File: src/hdl/input_fault_pkg.sv
// Shared constants, types and decoding for the input fault and level alarm block
package input_fault_pkg;

  // Process value scale: 0x2710 counts span 100.00 % of the set range
  localparam int VAL_W = 20;
  localparam logic signed [19:0] PCT_M15 = -20'sh005DC;
  localparam logic signed [19:0] PCT_P115 = 20'sh02CEC;
  localparam logic signed [19:0] PCT_M7P5 = -20'sh002EE;
  localparam logic signed [19:0] PCT_P107P5 = 20'sh029FE;
  localparam logic signed [19:0] PV_ZERO = 20'sh00000;
  localparam logic signed [19:0] PV_BIPOLAR_ZERO = 20'sh01388;

  // Timing
  localparam int CLK_HZ = 32'h05F5E100;
  localparam int MS_PER_S = 32'h000003E8;
  localparam int DETECT_PT4W_MS = 32'h00001388;
  localparam int DETECT_MV_MS = 32'h000003E8;
  localparam int DETECT_OTHER_MS = 32'h000001F4;
  localparam int DETECT_PT4W_CYC = DETECT_PT4W_MS * (CLK_HZ / MS_PER_S);
  localparam int DETECT_MV_CYC = DETECT_MV_MS * (CLK_HZ / MS_PER_S);
  localparam int DETECT_OTHER_CYC = DETECT_OTHER_MS * (CLK_HZ / MS_PER_S);
  localparam int SEC_CYC = CLK_HZ;
  localparam logic [7:0] MAX_DELAY_S = 8'h3C;

  // Register map, byte addresses
  localparam int ADDR_W = 8;
  localparam logic [7:0] OFS_CTRL = 8'h00;
  localparam logic [7:0] OFS_STATUS = 8'h04;
  localparam logic [7:0] OFS_PV = 8'h08;
  localparam logic [7:0] OFS_IRQ_STATUS = 8'h0C;
  localparam logic [7:0] OFS_IRQ_MASK = 8'h10;
  localparam logic [7:0] OFS_HYST = 8'h14;
  localparam logic [7:0] OFS_DELAY = 8'h18;
  localparam logic [7:0] OFS_THR_BASE = 8'h1C;

  // Alarm order within threshold and status fields
  localparam int NUM_ALM = 4;
  localparam int ALM_UU = 0;
  localparam int ALM_U = 1;
  localparam int ALM_LL = 2;
  localparam int ALM_L = 3;

  // Event bits in the interrupt status and mask
  localparam int IRQ_W = 6;
  localparam int EV_ERR = 0;
  localparam int EV_OPEN = 1;
  localparam int EV_ALM0 = 2;

  // Status register fields
  localparam int ST_ERR = 0;
  localparam int ST_OPEN = 1;
  localparam int ST_ALM0 = 2;

  typedef enum logic [3:0] {
    IN_PT_3W, IN_PT_4W, IN_TC, IN_MV_USER, IN_POT,
    IN_I_4_20, IN_V_1_5, IN_V_0_1P25, IN_V_0_5, IN_V_0_10, IN_I_0_20,
    IN_V_PM_1P25, IN_V_PM_5, IN_V_PM_10, IN_V_USER_10
  } input_type_t;

  typedef enum logic [1:0] {CLS_SENSOR, CLS_LIVE_ZERO, CLS_UNIPOLAR, CLS_BIPOLAR} input_class_t;

  // Control register layout, bit 4 burnout direction, bits 3:0 input type
  typedef struct packed {
    logic burnoutHigh;
    input_type_t inputType;
  } ctrl_t;

  // One converted value from the front end
  typedef struct packed {
    logic wireOpen;
    logic signed [19:0] value;
  } sample_t;

  localparam ctrl_t CTRL_RST = '{burnoutHigh: 1'b1, inputType: IN_PT_3W};

  // Group input types by their fault handling
  function automatic input_class_t classOf(input input_type_t t);
    case (t)
      IN_PT_3W, IN_PT_4W, IN_TC, IN_MV_USER, IN_POT: classOf = CLS_SENSOR;
      IN_I_4_20, IN_V_1_5: classOf = CLS_LIVE_ZERO;
      IN_V_0_1P25, IN_V_0_5, IN_V_0_10, IN_I_0_20: classOf = CLS_UNIPOLAR;
      default: classOf = CLS_BIPOLAR;
    endcase
  endfunction : classOf

endpackage : input_fault_pkg

File: src/hdl/input_fault_and_level_alarm.sv
// Input fault supervision and four level alarms for one process input channel
`timescale 1ns/1ps
module input_fault_and_level_alarm #(
  parameter int DET_PT4W_CYC = input_fault_pkg::DETECT_PT4W_CYC,
  parameter int DET_MV_CYC = input_fault_pkg::DETECT_MV_CYC,
  parameter int DET_OTHER_CYC = input_fault_pkg::DETECT_OTHER_CYC,
  parameter int SEC_CYC = input_fault_pkg::SEC_CYC
) (
  // Clock and reset
  input wire logic clk,
  input wire logic rst_b,
  // APB slave
  input wire logic psel,
  input wire logic penable,
  input wire logic pwrite,
  input wire logic [7:0] paddr,
  input wire logic [31:0] pwdata,
  output logic [31:0] prdata,
  output logic pready,
  output logic pslverr,
  // Converted samples from the front end
  input wire logic sampleValid,
  input wire input_fault_pkg::sample_t sample,
  // Supervised value and flags to the controller
  output logic signed [19:0] pvOut,
  output logic pvValid,
  output logic inputError,
  output logic wireOpenDet,
  output logic upperUpperAlarm,
  output logic upperAlarm,
  output logic lowerLowerAlarm,
  output logic lowerAlarm,
  output logic irq
);

  localparam int VW = input_fault_pkg::VAL_W;
  localparam int NA = input_fault_pkg::NUM_ALM;
  localparam int IW = input_fault_pkg::IRQ_W;

  typedef enum {WIRE_OK, WIRE_SUSPECT, WIRE_OPEN} wire_state_t;

  // Registers
  input_fault_pkg::ctrl_t ctrlQ, ctrlD;
  logic [IW-1:0] maskQ, maskD;
  logic [IW-1:0] irqStatQ, irqStatD;
  logic [VW-1:0] hystQ, hystD;
  logic [7:0] delayQ, delayD;
  logic [VW-1:0] thrQ [NA];
  logic [VW-1:0] thrD [NA];
  logic [31:0] prdataQ, prdataD;
  // Channel state
  wire_state_t wireQ, wireD;
  logic [31:0] detCntQ, detCntD;
  logic [31:0] detLimit;
  logic signed [VW-1:0] rawQ, rawD;
  logic newQ, newD;
  logic signed [VW-1:0] pvQ, pvD;
  logic pvValidQ, pvValidD;
  logic errQ, errD;
  logic openQ, openD;
  logic [31:0] secCntQ, secCntD;
  logic secTick;
  logic [NA-1:0] alm;
  logic [NA-1:0] almPrevQ;
  // Decode helpers
  input_fault_pkg::input_class_t cls;
  logic wrEn;
  logic rdSetup;
  logic mapped;
  logic [IW-1:0] events;
  logic outOfBand;
  logic signed [VW-1:0] substitute;

  // Map an address to a threshold index, or NA when it is not a threshold
  function automatic int thrIndex(input logic [7:0] a);
    thrIndex = NA;
    for (int i = 0; i < NA; i++)
      if (a == input_fault_pkg::OFS_THR_BASE + 8'(4 * i))
        thrIndex = i;
  endfunction : thrIndex

  // APB decode; zero wait states, unmapped addresses answer with an error
  always_comb
  begin
    cls = input_fault_pkg::classOf(ctrlQ.inputType);
    wrEn = psel && penable && pwrite;
    rdSetup = psel && !penable && !pwrite;
    case (paddr)
      input_fault_pkg::OFS_CTRL, input_fault_pkg::OFS_STATUS, input_fault_pkg::OFS_PV,
      input_fault_pkg::OFS_IRQ_STATUS, input_fault_pkg::OFS_IRQ_MASK,
      input_fault_pkg::OFS_HYST, input_fault_pkg::OFS_DELAY: mapped = 1'b1;
      default: mapped = (thrIndex(paddr) != NA);
    endcase
    pready = 1'b1;
    pslverr = psel && penable && !mapped;
  end

  // Register writes; interrupt status set wins over a write-one clear
  always_comb
  begin
    ctrlD = ctrlQ;
    maskD = maskQ;
    hystD = hystQ;
    delayD = delayQ;
    for (int i = 0; i < NA; i++)
      thrD[i] = thrQ[i];
    irqStatD = irqStatQ;
    if (wrEn)
    begin
      case (paddr)
        input_fault_pkg::OFS_CTRL: ctrlD = input_fault_pkg::ctrl_t'(pwdata[4:0]);
        input_fault_pkg::OFS_IRQ_MASK: maskD = pwdata[IW-1:0];
        input_fault_pkg::OFS_IRQ_STATUS: irqStatD = irqStatQ & ~pwdata[IW-1:0];
        input_fault_pkg::OFS_HYST: hystD = pwdata[VW-1:0];
        // Longer delays are clamped rather than refused
        input_fault_pkg::OFS_DELAY:
          delayD = (pwdata[7:0] > input_fault_pkg::MAX_DELAY_S) ? input_fault_pkg::MAX_DELAY_S
                                                                : pwdata[7:0];
        default:
          if (thrIndex(paddr) != NA)
            thrD[thrIndex(paddr)] = pwdata[VW-1:0];
      endcase
    end
    irqStatD = irqStatD | events;
  end

  // Read data is captured in the setup phase so it stands through the access phase
  always_comb
  begin
    prdataD = prdataQ;
    if (rdSetup)
    begin
      prdataD = 32'h00000000;
      case (paddr)
        input_fault_pkg::OFS_CTRL: prdataD[4:0] = ctrlQ;
        input_fault_pkg::OFS_STATUS:
        begin
          prdataD[input_fault_pkg::ST_ERR] = errQ;
          prdataD[input_fault_pkg::ST_OPEN] = openQ;
          prdataD[input_fault_pkg::ST_ALM0 +: NA] = alm;
        end
        input_fault_pkg::OFS_PV: prdataD[VW-1:0] = pvQ;
        input_fault_pkg::OFS_IRQ_STATUS: prdataD[IW-1:0] = irqStatQ;
        input_fault_pkg::OFS_IRQ_MASK: prdataD[IW-1:0] = maskQ;
        input_fault_pkg::OFS_HYST: prdataD[VW-1:0] = hystQ;
        input_fault_pkg::OFS_DELAY: prdataD[7:0] = delayQ;
        default:
          if (thrIndex(paddr) != NA)
            prdataD[VW-1:0] = thrQ[thrIndex(paddr)];
      endcase
    end
  end

  // Disconnection must persist for a type-dependent time on sensor inputs
  always_comb
  begin
    case (ctrlQ.inputType)
      input_fault_pkg::IN_PT_4W: detLimit = DET_PT4W_CYC;
      input_fault_pkg::IN_MV_USER: detLimit = DET_MV_CYC;
      default: detLimit = DET_OTHER_CYC;
    endcase
    wireD = wireQ;
    detCntD = detCntQ;
    case (wireQ)
      WIRE_OK:
        if (sample.wireOpen)
        begin
          // Analog ranges report an open loop at once
          wireD = (cls == input_fault_pkg::CLS_SENSOR) ? WIRE_SUSPECT : WIRE_OPEN;
          detCntD = 32'h00000001;
        end
      WIRE_SUSPECT:
        if (!sample.wireOpen)
          wireD = WIRE_OK;
        else if (detCntQ >= detLimit - 1)
          wireD = WIRE_OPEN;
        else
          detCntD = detCntQ + 32'h00000001;
      WIRE_OPEN:
        if (!sample.wireOpen)
          wireD = WIRE_OK;
      default: wireD = WIRE_OK;
    endcase
  end

  // Range check and substitute value; re-evaluated every cycle so errors clear by themselves
  always_comb
  begin
    rawD = sampleValid ? sample.value : rawQ;
    newD = sampleValid;
    case (cls)
      input_fault_pkg::CLS_SENSOR:
      begin
        outOfBand = (rawQ < input_fault_pkg::PCT_M15) || (rawQ > input_fault_pkg::PCT_P115);
        substitute = ctrlQ.burnoutHigh ? input_fault_pkg::PCT_P115 : input_fault_pkg::PCT_M15;
      end
      input_fault_pkg::CLS_LIVE_ZERO:
      begin
        outOfBand = rawQ > input_fault_pkg::PCT_P115;
        substitute = input_fault_pkg::PCT_M15;
      end
      input_fault_pkg::CLS_UNIPOLAR:
      begin
        outOfBand = rawQ > input_fault_pkg::PCT_P115;
        // Zero of a unipolar scale is 0 V or 0 mA alike
        substitute = input_fault_pkg::PV_ZERO;
      end
      default:
      begin
        outOfBand = (rawQ < input_fault_pkg::PCT_M7P5) || (rawQ > input_fault_pkg::PCT_P107P5);
        substitute = input_fault_pkg::PV_BIPOLAR_ZERO;
      end
    endcase
    openD = (wireQ == WIRE_OPEN);
    // Disconnection on every range also raises the error flag
    errD = openD || outOfBand;
    pvD = openD ? substitute : rawQ;
    pvValidD = newQ;
  end

  // One-second tick for the alarm delays
  always_comb
  begin
    secTick = (secCntQ >= SEC_CYC - 1);
    secCntD = secTick ? 32'h00000000 : secCntQ + 32'h00000001;
  end

  // Rising edges of the flags become interrupt events
  always_comb
  begin
    events = '0;
    events[input_fault_pkg::EV_ERR] = errQ && !errD ? 1'b0 : (errD && !errQ);
    events[input_fault_pkg::EV_OPEN] = openD && !openQ;
    events[input_fault_pkg::EV_ALM0 +: NA] = alm & ~almPrevQ;
  end

  // All state registers
  always_ff @(posedge clk or negedge rst_b)
  begin
    if (!rst_b)
    begin
      ctrlQ <= input_fault_pkg::CTRL_RST;
      maskQ <= '0;
      irqStatQ <= '0;
      hystQ <= '0;
      delayQ <= 8'h00;
      thrQ[input_fault_pkg::ALM_UU] <= input_fault_pkg::PCT_P115;
      thrQ[input_fault_pkg::ALM_U] <= input_fault_pkg::PCT_P115;
      thrQ[input_fault_pkg::ALM_LL] <= input_fault_pkg::PCT_M15;
      thrQ[input_fault_pkg::ALM_L] <= input_fault_pkg::PCT_M15;
      prdataQ <= 32'h00000000;
      wireQ <= WIRE_OK;
      detCntQ <= 32'h00000000;
      rawQ <= input_fault_pkg::PV_ZERO;
      newQ <= 1'b0;
      pvQ <= input_fault_pkg::PV_ZERO;
      pvValidQ <= 1'b0;
      errQ <= 1'b0;
      openQ <= 1'b0;
      secCntQ <= 32'h00000000;
      almPrevQ <= '0;
    end
    else
    begin
      ctrlQ <= ctrlD;
      maskQ <= maskD;
      irqStatQ <= irqStatD;
      hystQ <= hystD;
      delayQ <= delayD;
      for (int i = 0; i < NA; i++)
        thrQ[i] <= thrD[i];
      prdataQ <= prdataD;
      wireQ <= wireD;
      detCntQ <= detCntD;
      rawQ <= rawD;
      newQ <= newD;
      pvQ <= pvD;
      pvValidQ <= pvValidD;
      errQ <= errD;
      openQ <= openD;
      secCntQ <= secCntD;
      almPrevQ <= alm;
    end
  end

  // Four alarms on the supervised value, upper pair trips above, lower pair below
  for (genvar g = 0; g < NA; g++)
  begin : gen_alarm
    // Value width left at its default, which matches the package width
    level_alarm #(
      .ABOVE(g < input_fault_pkg::ALM_LL)
    ) u_alarm (
      .clk(clk),
      .rst_b(rst_b),
      .value(pvQ),
      .threshold(thrQ[g]),
      .hysteresis(hystQ),
      .delaySec(delayQ),
      .secTick(secTick),
      .alarm(alm[g])
    );
  end

  // Outputs
  assign prdata = prdataQ;
  assign pvOut = pvQ;
  assign pvValid = pvValidQ;
  assign inputError = errQ;
  assign wireOpenDet = openQ;
  assign upperUpperAlarm = alm[input_fault_pkg::ALM_UU];
  assign upperAlarm = alm[input_fault_pkg::ALM_U];
  assign lowerLowerAlarm = alm[input_fault_pkg::ALM_LL];
  assign lowerAlarm = alm[input_fault_pkg::ALM_L];
  // Level interrupt while any unmasked status bit stands
  assign irq = |(irqStatQ & maskQ);

endmodule : input_fault_and_level_alarm

File: src/hdl/level_alarm.sv
// One process value level alarm with hysteresis and on/off delay
`timescale 1ns/1ps
module level_alarm #(
  parameter int VAL_W = 20,
  parameter bit ABOVE = 1'b1
) (
  // Clock and reset
  input wire logic clk,
  input wire logic rst_b,
  // Value and settings
  input wire logic signed [VAL_W-1:0] value,
  input wire logic signed [VAL_W-1:0] threshold,
  input wire logic [VAL_W-1:0] hysteresis,
  input wire logic [7:0] delaySec,
  input wire logic secTick,
  // Delayed alarm
  output logic alarm
);

  logic rawQ;
  logic rawD;
  logic alarmQ;
  logic alarmD;
  logic [7:0] cntQ;
  logic [7:0] cntD;
  logic signed [VAL_W:0] valX;
  logic signed [VAL_W:0] thrX;
  logic signed [VAL_W:0] relX;

  // Undelayed level with hysteresis; extra bit keeps threshold +/- hysteresis from wrapping
  always_comb
  begin
    valX = {value[VAL_W-1], value};
    thrX = {threshold[VAL_W-1], threshold};
    relX = ABOVE ? thrX - $signed({1'b0, hysteresis}) : thrX + $signed({1'b0, hysteresis});
    rawD = rawQ;
    if (!rawQ)
      rawD = ABOVE ? (valX >= thrX) : (valX <= thrX);
    else if (ABOVE ? (valX < relX) : (valX > relX))
      rawD = 1'b0;
  end

  // Delay both edges by whole seconds; shared tick can cut up to one second off each delay
  always_comb
  begin
    alarmD = alarmQ;
    cntD = cntQ;
    if (rawQ == alarmQ)
      cntD = 8'h00;
    else if (cntQ >= delaySec)
    begin
      alarmD = rawQ;
      cntD = 8'h00;
    end
    else if (secTick)
      cntD = cntQ + 8'h01;
  end

  always_ff @(posedge clk or negedge rst_b)
  begin
    if (!rst_b)
    begin
      rawQ <= 1'b0;
      alarmQ <= 1'b0;
      cntQ <= 8'h00;
    end
    else
    begin
      rawQ <= rawD;
      alarmQ <= alarmD;
      cntQ <= cntD;
    end
  end

  assign alarm = alarmQ;

endmodule : level_alarm
File: config.mk
export PLATFORM = sky130hd
export DESIGN_NAME = input_fault_and_level_alarm
export DESIGN_NICKNAME = d
export VERILOG_FILES = /design/src/hdl/input_fault_pkg.sv /design/src/hdl/input_fault_and_level_alarm.sv /design/src/hdl/level_alarm.sv
export SDC_FILE = /design/constraint.sdc
export NUM_CORES = 1
export LEC_CHECK = 0
export BUFFER_PORTS_ARGS = -buffer_cell sky130_fd_sc_hd__buf_2
export CAP_MARGIN = 20
export CORE_ASPECT_RATIO = 0.7
export CORE_MARGIN = 3
export CORE_UTILIZATION = 40
export DETAILED_ROUTE_END_ITERATION = 8
export PLACE_DENSITY = 0.53
export SLEW_MARGIN = 10
export SYNTH_ARGS = -nofsm -noshare
export SYNTH_HDL_FRONTEND = slang
export SYNTH_SLANG_ARGS = --single-unit
File: constraint.sdc
create_clock -name clk -period 4.8 [get_ports clk]
set_input_delay 1.2 -clock clk [delete_from_list [all_inputs] [get_ports clk]]
set_output_delay 1.2 -clock clk [all_outputs]
set_load 0.05 [all_outputs]
# == Word-level counts from Yosys, hierarchy flattened ==
# Memories as Yosys holds them, arrays and structs flattened.
# Cells that the tools add are included.
# totals
reg_bits,329
rom_bits,32
inputBits,67
word_cells,218
mem_count,1
# memory_table
name,depth,word_bits,rd,rd_ports_with_merged_regs,wr,line_no,text
(no name shown),16,2,1,0,0,input_fault_pkg.sv:78,case (t)
# op_classes
addsub,11
order_cmp,22
eq_ne,29
n_mux,66
n_bitwise,13
n_reduce_logical,43
# op_table
op,n
$mux 32,21
$mux 20,6
$mux 8,13
$ne 32x4->1 const B,3
$pmux 32 s3,1
$bwmux 80,1
$add 32x1->32 const B,2
$ge 32x3->1 const B,2
$not 32->32,2
$pmux 32 s2,1
$pmux 20 s3,1
$pmux 29 s2,1
$add 20x21->21,2
$gt 20x21->1,2
$lt 20x21->1,2
$sub 20x21->21,2
$bmux 20 s2,1
$demux 20 s2,1
$ge 20x20->1,2
$gt 20x15->1 const B,2
$le 20x20->1,2
$pmux 12 s3,1
$pmux 5 s7,1
$add 8x1->8 const B,4
51 further kinds,108

# == Depth between registers and ports, before layout ==
# depth
depth_word,17
ltp_mapped,19
depth_no_buf,19

# == Modules after synthesis ==
# From an unflattened synthesis, not the netlist that was laid out.
# hier_totals
hier_cells,2464
hier_area_um2,22960.8
# by_module_without_submodules
mod,n_inst,cells_each,area_per_inst_um2,seq_area_each_um2
input_fault_and_level_alarm,1,1116,12370.6,6532.5
level_alarm at gen_alarm[2].u_alarm,1,355,2772.7,250.2
level_alarm at gen_alarm[3].u_alarm,1,329,2642.5,250.2
level_alarm at gen_alarm[0].u_alarm,1,332,2588.7,250.2
level_alarm at gen_alarm[1].u_alarm,1,332,2586.2,250.2

# == Worst setup path before layout ==
# OpenSTA, ideal clock, no wires.
# synth_timing
path_kind,register -> register
start,reg thrQ[40] (netlist name)
end,reg gen_alarm[1].u_alarm.rawQ
setup_time_ns,0.136
arrival_time_ns,3.866
required_time_ns,4.664
path_slack_ns,0.798
stages_incl_launch_ff,20
n_path_buf,0
synth_period_minus_slack_ns,4.002
cell_sequence,dfrtp_1 > inv_1 > ha_1 > inv_1 > fa_1 > a211oi_1 > o21ai_0 > o41ai_1 > a21boi_0 > a211oi_1 > xor2_1 > ha_1 > a21o_1 > a21o_1 > a21o_1 > a21o_1 > a21o_1 > a221oi_1 > a21boi_0 > a311oi_1
# synth_via
elab_chain_len,4
elab_cells_between_ends,5
# synth_rtl
element,line_no,text
start: declaration,input_fault_and_level_alarm.sv:48,logic [VW-1:0] thrQ [NA];
start signal: indexed assignment,input_fault_and_level_alarm.sv:247,thrQ[input_fault_pkg::ALM_UU] <= input_fault_pkg::PCT_P115;
start signal: indexed assignment,input_fault_and_level_alarm.sv:248,thrQ[input_fault_pkg::ALM_U] <= input_fault_pkg::PCT_P115;
start signal: indexed assignment,input_fault_and_level_alarm.sv:249,thrQ[input_fault_pkg::ALM_LL] <= input_fault_pkg::PCT_M15;
$sub 20x21->21,level_alarm.sv:35,"relX = ABOVE ? thrX - $signed({1'b0, hysteresis}) : thrX + $signed({1'b0, hysteresis});"
$lt 20x21->1,level_alarm.sv:39,else if (ABOVE ? (valX < relX) : (valX > relX))
$mux 1,level_alarm.sv:39,
$mux 1 (*),level_alarm.sv:37,if (!rawQ)
named net gen_alarm[1].u_alarm.rawD,level_alarm.sv:21,logic rawD;
end signal: assignment,level_alarm.sv:69,rawQ <= rawD;
end: declaration,level_alarm.sv:20,logic rawQ;
# The timed path passes the listed nets; every way through them passes the cells marked *.
# A chain may end at the register's enable or synchronous reset.

# == Worst setup path in the final report ==
# layout_timing
start,reg hystQ[1]
end,reg gen_alarm[0].u_alarm.rawQ
# layout_via
elab_chain_len,4
# layout_rtl
element,line_no,text
start: declaration,input_fault_and_level_alarm.sv:46,"logic [VW-1:0] hystQ, hystD;"
start signal: assignment,input_fault_and_level_alarm.sv:268,hystQ <= hystD;
$sub 20x21->21,level_alarm.sv:35,
$lt 20x21->1,level_alarm.sv:39,
$mux 1,level_alarm.sv:39,
$mux 1,level_alarm.sv:37,
named net gen_alarm[0].u_alarm.rawD,level_alarm.sv:21,
end signal: assignment,level_alarm.sv:69,
end: declaration,level_alarm.sv:20,
# The timed path passes the listed nets, and every way through them passes these cells.

==> metrics.md <==
| Metric | Value |
|---|---|
| CP bufs+invs | 2 |
| Wire length per cell after detailed routing | 21.41 um |
| Number of buffer cells added on primary ports | 103 |
| Cell with the biggest individual delay on the critical path | sky130_fd_sc_hd__dfrtp_1 |
| Max-slew violation count | 0 |
| Peak supply drop | 0.0002966 V |
| Ratio of final minimum period to clock period | 93.37% |
| Highest-count cells in the layout ignoring fill and taps | sky130_fd_sc_hd__ha_1, sky130_fd_sc_hd__dfrtp_1, sky130_fd_sc_hd__nor2_1, sky130_fd_sc_hd__nand2_1, sky130_fd_sc_hd__inv_1 |
| Area of the core region | 54280 um^2 |
| Slew at the pin closest to its max-slew limit | 1.144 ns |
| Inserted Diodes | 0 |
| Number of placement rows | 71 |
| DRC errors left | 0 |
| Ordered list of cells on the worst path | inv_1 -> buf_4 -> ha_1 -> nor2b_1 -> o31ai_1 -> a21oi_1 -> o21ai_0 -> o21ai_0 -> a21oi_1 -> o21ai_0 -> xnor2_1 -> ha_1 -> a21o_1 -> a21o_1 -> a21o_1 -> a21o_1 -> a21o_1 -> a221oi_1 -> a21boi_0 -> a211oi_1 |
| Worst-case clock skew | 0.03183 ns |
| Total power per unit cell area | 306.3 nW/um^2 |
| Worst slew slack as a fraction of its limit | 23.58% |
| Tightest Hold Check Type | reg -> reg |
| Maximum count of clock buffers along a single path | 3 |
| IO Count | 129 |
| Maximum number of pins on one net before global-route repair | 114 |
| Maximum net fanout on the critical path | 4 |
| Tmin final | 4.482 ns |
| Synthesized area | 22160 um^2 |
| Static leakage | 11.69 nW |
| Global-route wire length before repair | 108100 um |
| Synthesis warning total | 0 |
| Starting density of the core | 40.83% |
| Sink count of the clock tree | 299 |
| Root buf cell | sky130_fd_sc_hd__clkbuf_16 |
| Post-synthesis sequential area ratio | 33.99% |
| Vias per inst | 5.721 |
| Die outline area | 58310 um^2 |
| First-pass DRT Iterations | 8 |
| Clk Latency, worst-skew pair | 0.57 ns |
| Die extent in y | 202.9 um |
| H-Tree Level Count | 2 |
| Antenna violations before repair | 5 |
| Total via count in the routed design | 18.68k |
| Leading cell type in the layout, fill and taps excluded | sky130_fd_sc_hd__ha_1 |
| Number of endpoints with negative hold slack in the final report | 0 |
| Die Span X | 287.3 um |
| Area fraction of the dominant cell type after synthesis | 29.13% |
| CP endpoint kind | register |
| Top Family by Delay on Critical Path | compound AO/OA/AOI/OAI gates |
| Number of nets in the layout | 2881 |
| Number of different library cells in the post-synthesis netlist | 79 |
| GRT Util Overall | 23.88% |
| Power consumption | 0.007635 W |
| Area of all placed cells without fillers | 24930 um^2 |
| Cell count after synthesis | 2382 |
| Last weighted congestion value of the routability-driven placer | 0.9221 |
| Count of endpoints failing setup in the final report | 0 |
| Buffers inserted by post-CTS timing repair | 0 |
| CP startpoint kind | register |
| Arrival @ worst endpoint | 4.90 ns |
| Sum of net half-perimeters after detailed placement | 54370 um |
| Detail Route Antenna Nets | 0 |
| Top area cells in the synthesized netlist | sky130_fd_sc_hd__dfrtp_1, sky130_fd_sc_hd__ha_1, sky130_fd_sc_hd__mux2_2, sky130_fd_sc_hd__dfstp_2, sky130_fd_sc_hd__nor2_1 |
| Total of max-cap violations | 0 |
| Layout Area Growth over Synthesis | 12.49% |
| CP Data Required Time | 5.22 ns |
| Share of flip-flops with an asynchronous set or reset | 100.0% |
| Worst-path clk slew | 0.06 ns |
| Final setup TNS | 0 ns |
| Slowest stage delay, CP | 0.38 ns |
| Setup repair after global routing missed its margin | false |
| Highest attainable clock frequency | 223.1 MHz |
| Synth Area per Inst | 9.304 um^2 |
| Cell mode on critical path | sky130_fd_sc_hd__a21o_1 |
| Fraction of layout cells with a size suffix above 1 | 15.50% |
| Cell type with the largest total area after synthesis | sky130_fd_sc_hd__dfrtp_1 |
| Count of flip-flops with a built-in enable after synthesis | 0 |
| CTS tree | done |
| Crit Path Class | reg -> reg |
| Outcome | finished, final reports clean |
| Via count of the first global-routing pass | 18.18k |
| WL final | 69910 um |
| Most instantiated flip-flop cell in the synthesis netlist | sky130_fd_sc_hd__dfrtp_1 |
| Placed cell area | 23690 um^2 |
| Yosys reg bits | 299 |
| DRC marker count from the first detailed-route iteration | 1677 |
| CTS buffer count | 36 |
| Leftover overflow at the end of global routing | 0 |
cell families after synthesis:
logic type               after synthesis  share of synthesized area [%]
AO/OA/AOI/OAI                        582                          17.33
XOR/XNOR                             144                          5.691
adder cells (fa/ha/maj)              306                          17.41
buffers and inverters                235                          4.262
flip-flops                           299                          33.99
multiplexers                         121                          6.176
other                                  2                        0.03389
AND/OR/NAND/NOR                      693                          15.11
metal layers:
layer	global-route usage, %	vias up	routed length [um]
li1	-	8850	-
met1	37.60	9203	35630
met5	0	-	56
met3	3.951	82	4731
met2	34.01	534	28420
met4	4.560	10	1074
path summary, 6_finish.rpt:
kind / from / endpoint / slack [ns] / depth (start not counted)
min in group asynchronous: rst_b / secCntQ[14] / 0.67 / 1
worst max-delay path: hystQ[1] / gen_alarm[0].u_alarm.rawQ / 0.32 / 20
worst min-delay path: newQ / pvValid / 0.36 / 0
max in group asynchronous: rst_b / pvOut[7] / 3.10 / 2
worst min register to register: newQ / pvValid / 0.36 / 0
worst max register to register: hystQ[1] / gen_alarm[0].u_alarm.rawQ / 0.32 / 20
final cells by class:
| type | instances | area [um^2] |
|---|---|---|
| Clock buffer | 48 | 997.2 |
| Clock inverter | 17 | 221.5 |
| Fill cell | 5189 | 29350 |
| Inverter | 157 | 589.3 |
| Multi-Input combinational cell | 1865 | 13780 |
| Sequential cell | 299 | 7535 |
| Tap cell | 730 | 913.4 |
| Timing Repair Buffer | 149 | 895.9 |
flip-flops by register name, indices dropped and copies added (netlist names), 6 cells and up:
register,flops
thrQ,80
detCntQ,32
gen_alarm.u_alarm.cntQ,32
secCntQ,32
hystQ,20
prdata,20
pvOut,20
rawQ,20
delayQ,8
irqStatQ,6
maskQ,6
power breakdown:
part / total, W / switching [W] / internal, W
clock: 0.00283 / 0.00118 / 0.00165
combinational: 0.00180 / 0.00111 / 0.000684
sequential: 0.00301 / 0.000321 / 0.00269
repair_timing:
item / CTS / global route
hold endpoints to repair: 0 / 0
setup endpoints to repair: 0 / 2
resized for setup: 0 / 8
hold buffers: 0 / 0
cell usage after synthesis (9+ instances only):
master and count:
sky130_fd_sc_hd__ha_1 302, sky130_fd_sc_hd__dfrtp_1 258, sky130_fd_sc_hd__nor2_1 232, sky130_fd_sc_hd__nand2_1 158
sky130_fd_sc_hd__inv_1 156, sky130_fd_sc_hd__a21oi_1 141, sky130_fd_sc_hd__o21ai_0 123, sky130_fd_sc_hd__mux2_2 116
sky130_fd_sc_hd__a21o_1 98, sky130_fd_sc_hd__xor2_1 73, sky130_fd_sc_hd__xnor2_1 71, sky130_fd_sc_hd__clkbuf_1 58
sky130_fd_sc_hd__nand3_1 52, sky130_fd_sc_hd__nor3_1 47, sky130_fd_sc_hd__nand4_1 43, sky130_fd_sc_hd__dfstp_2 41
sky130_fd_sc_hd__nand2b_1 31, sky130_fd_sc_hd__a22oi_1 26, sky130_fd_sc_hd__and3_1 25, sky130_fd_sc_hd__o21a_1 24
sky130_fd_sc_hd__a31oi_1 21, sky130_fd_sc_hd__o211ai_1 19, sky130_fd_sc_hd__nor2b_1 18, sky130_fd_sc_hd__nor4_1 18
sky130_fd_sc_hd__a221oi_1 14, sky130_fd_sc_hd__a222oi_1 14, sky130_fd_sc_hd__and2_1 14, sky130_fd_sc_hd__buf_4 13
sky130_fd_sc_hd__a211oi_1 12, sky130_fd_sc_hd__and4_1 12, sky130_fd_sc_hd__o2111ai_1 11, sky130_fd_sc_hd__o21bai_1 9
per-stage QoR:
step	hold slack (ns)	instances	utilization (%)	setup slack [ns]
global route	0.3678	3265	45.93	0.005143
detailed placement	0.3460	3200	43.65	0.09772
CTS	0.3590	3265	45.90	0.03233
floorplan	0.3312	2399	-	0.7981
finish	0.3557	3265	45.93	0.3183
global placement	0.3356	3200	43.65	0.1922
Note: power is estimated with default switching activity, not from simulation.
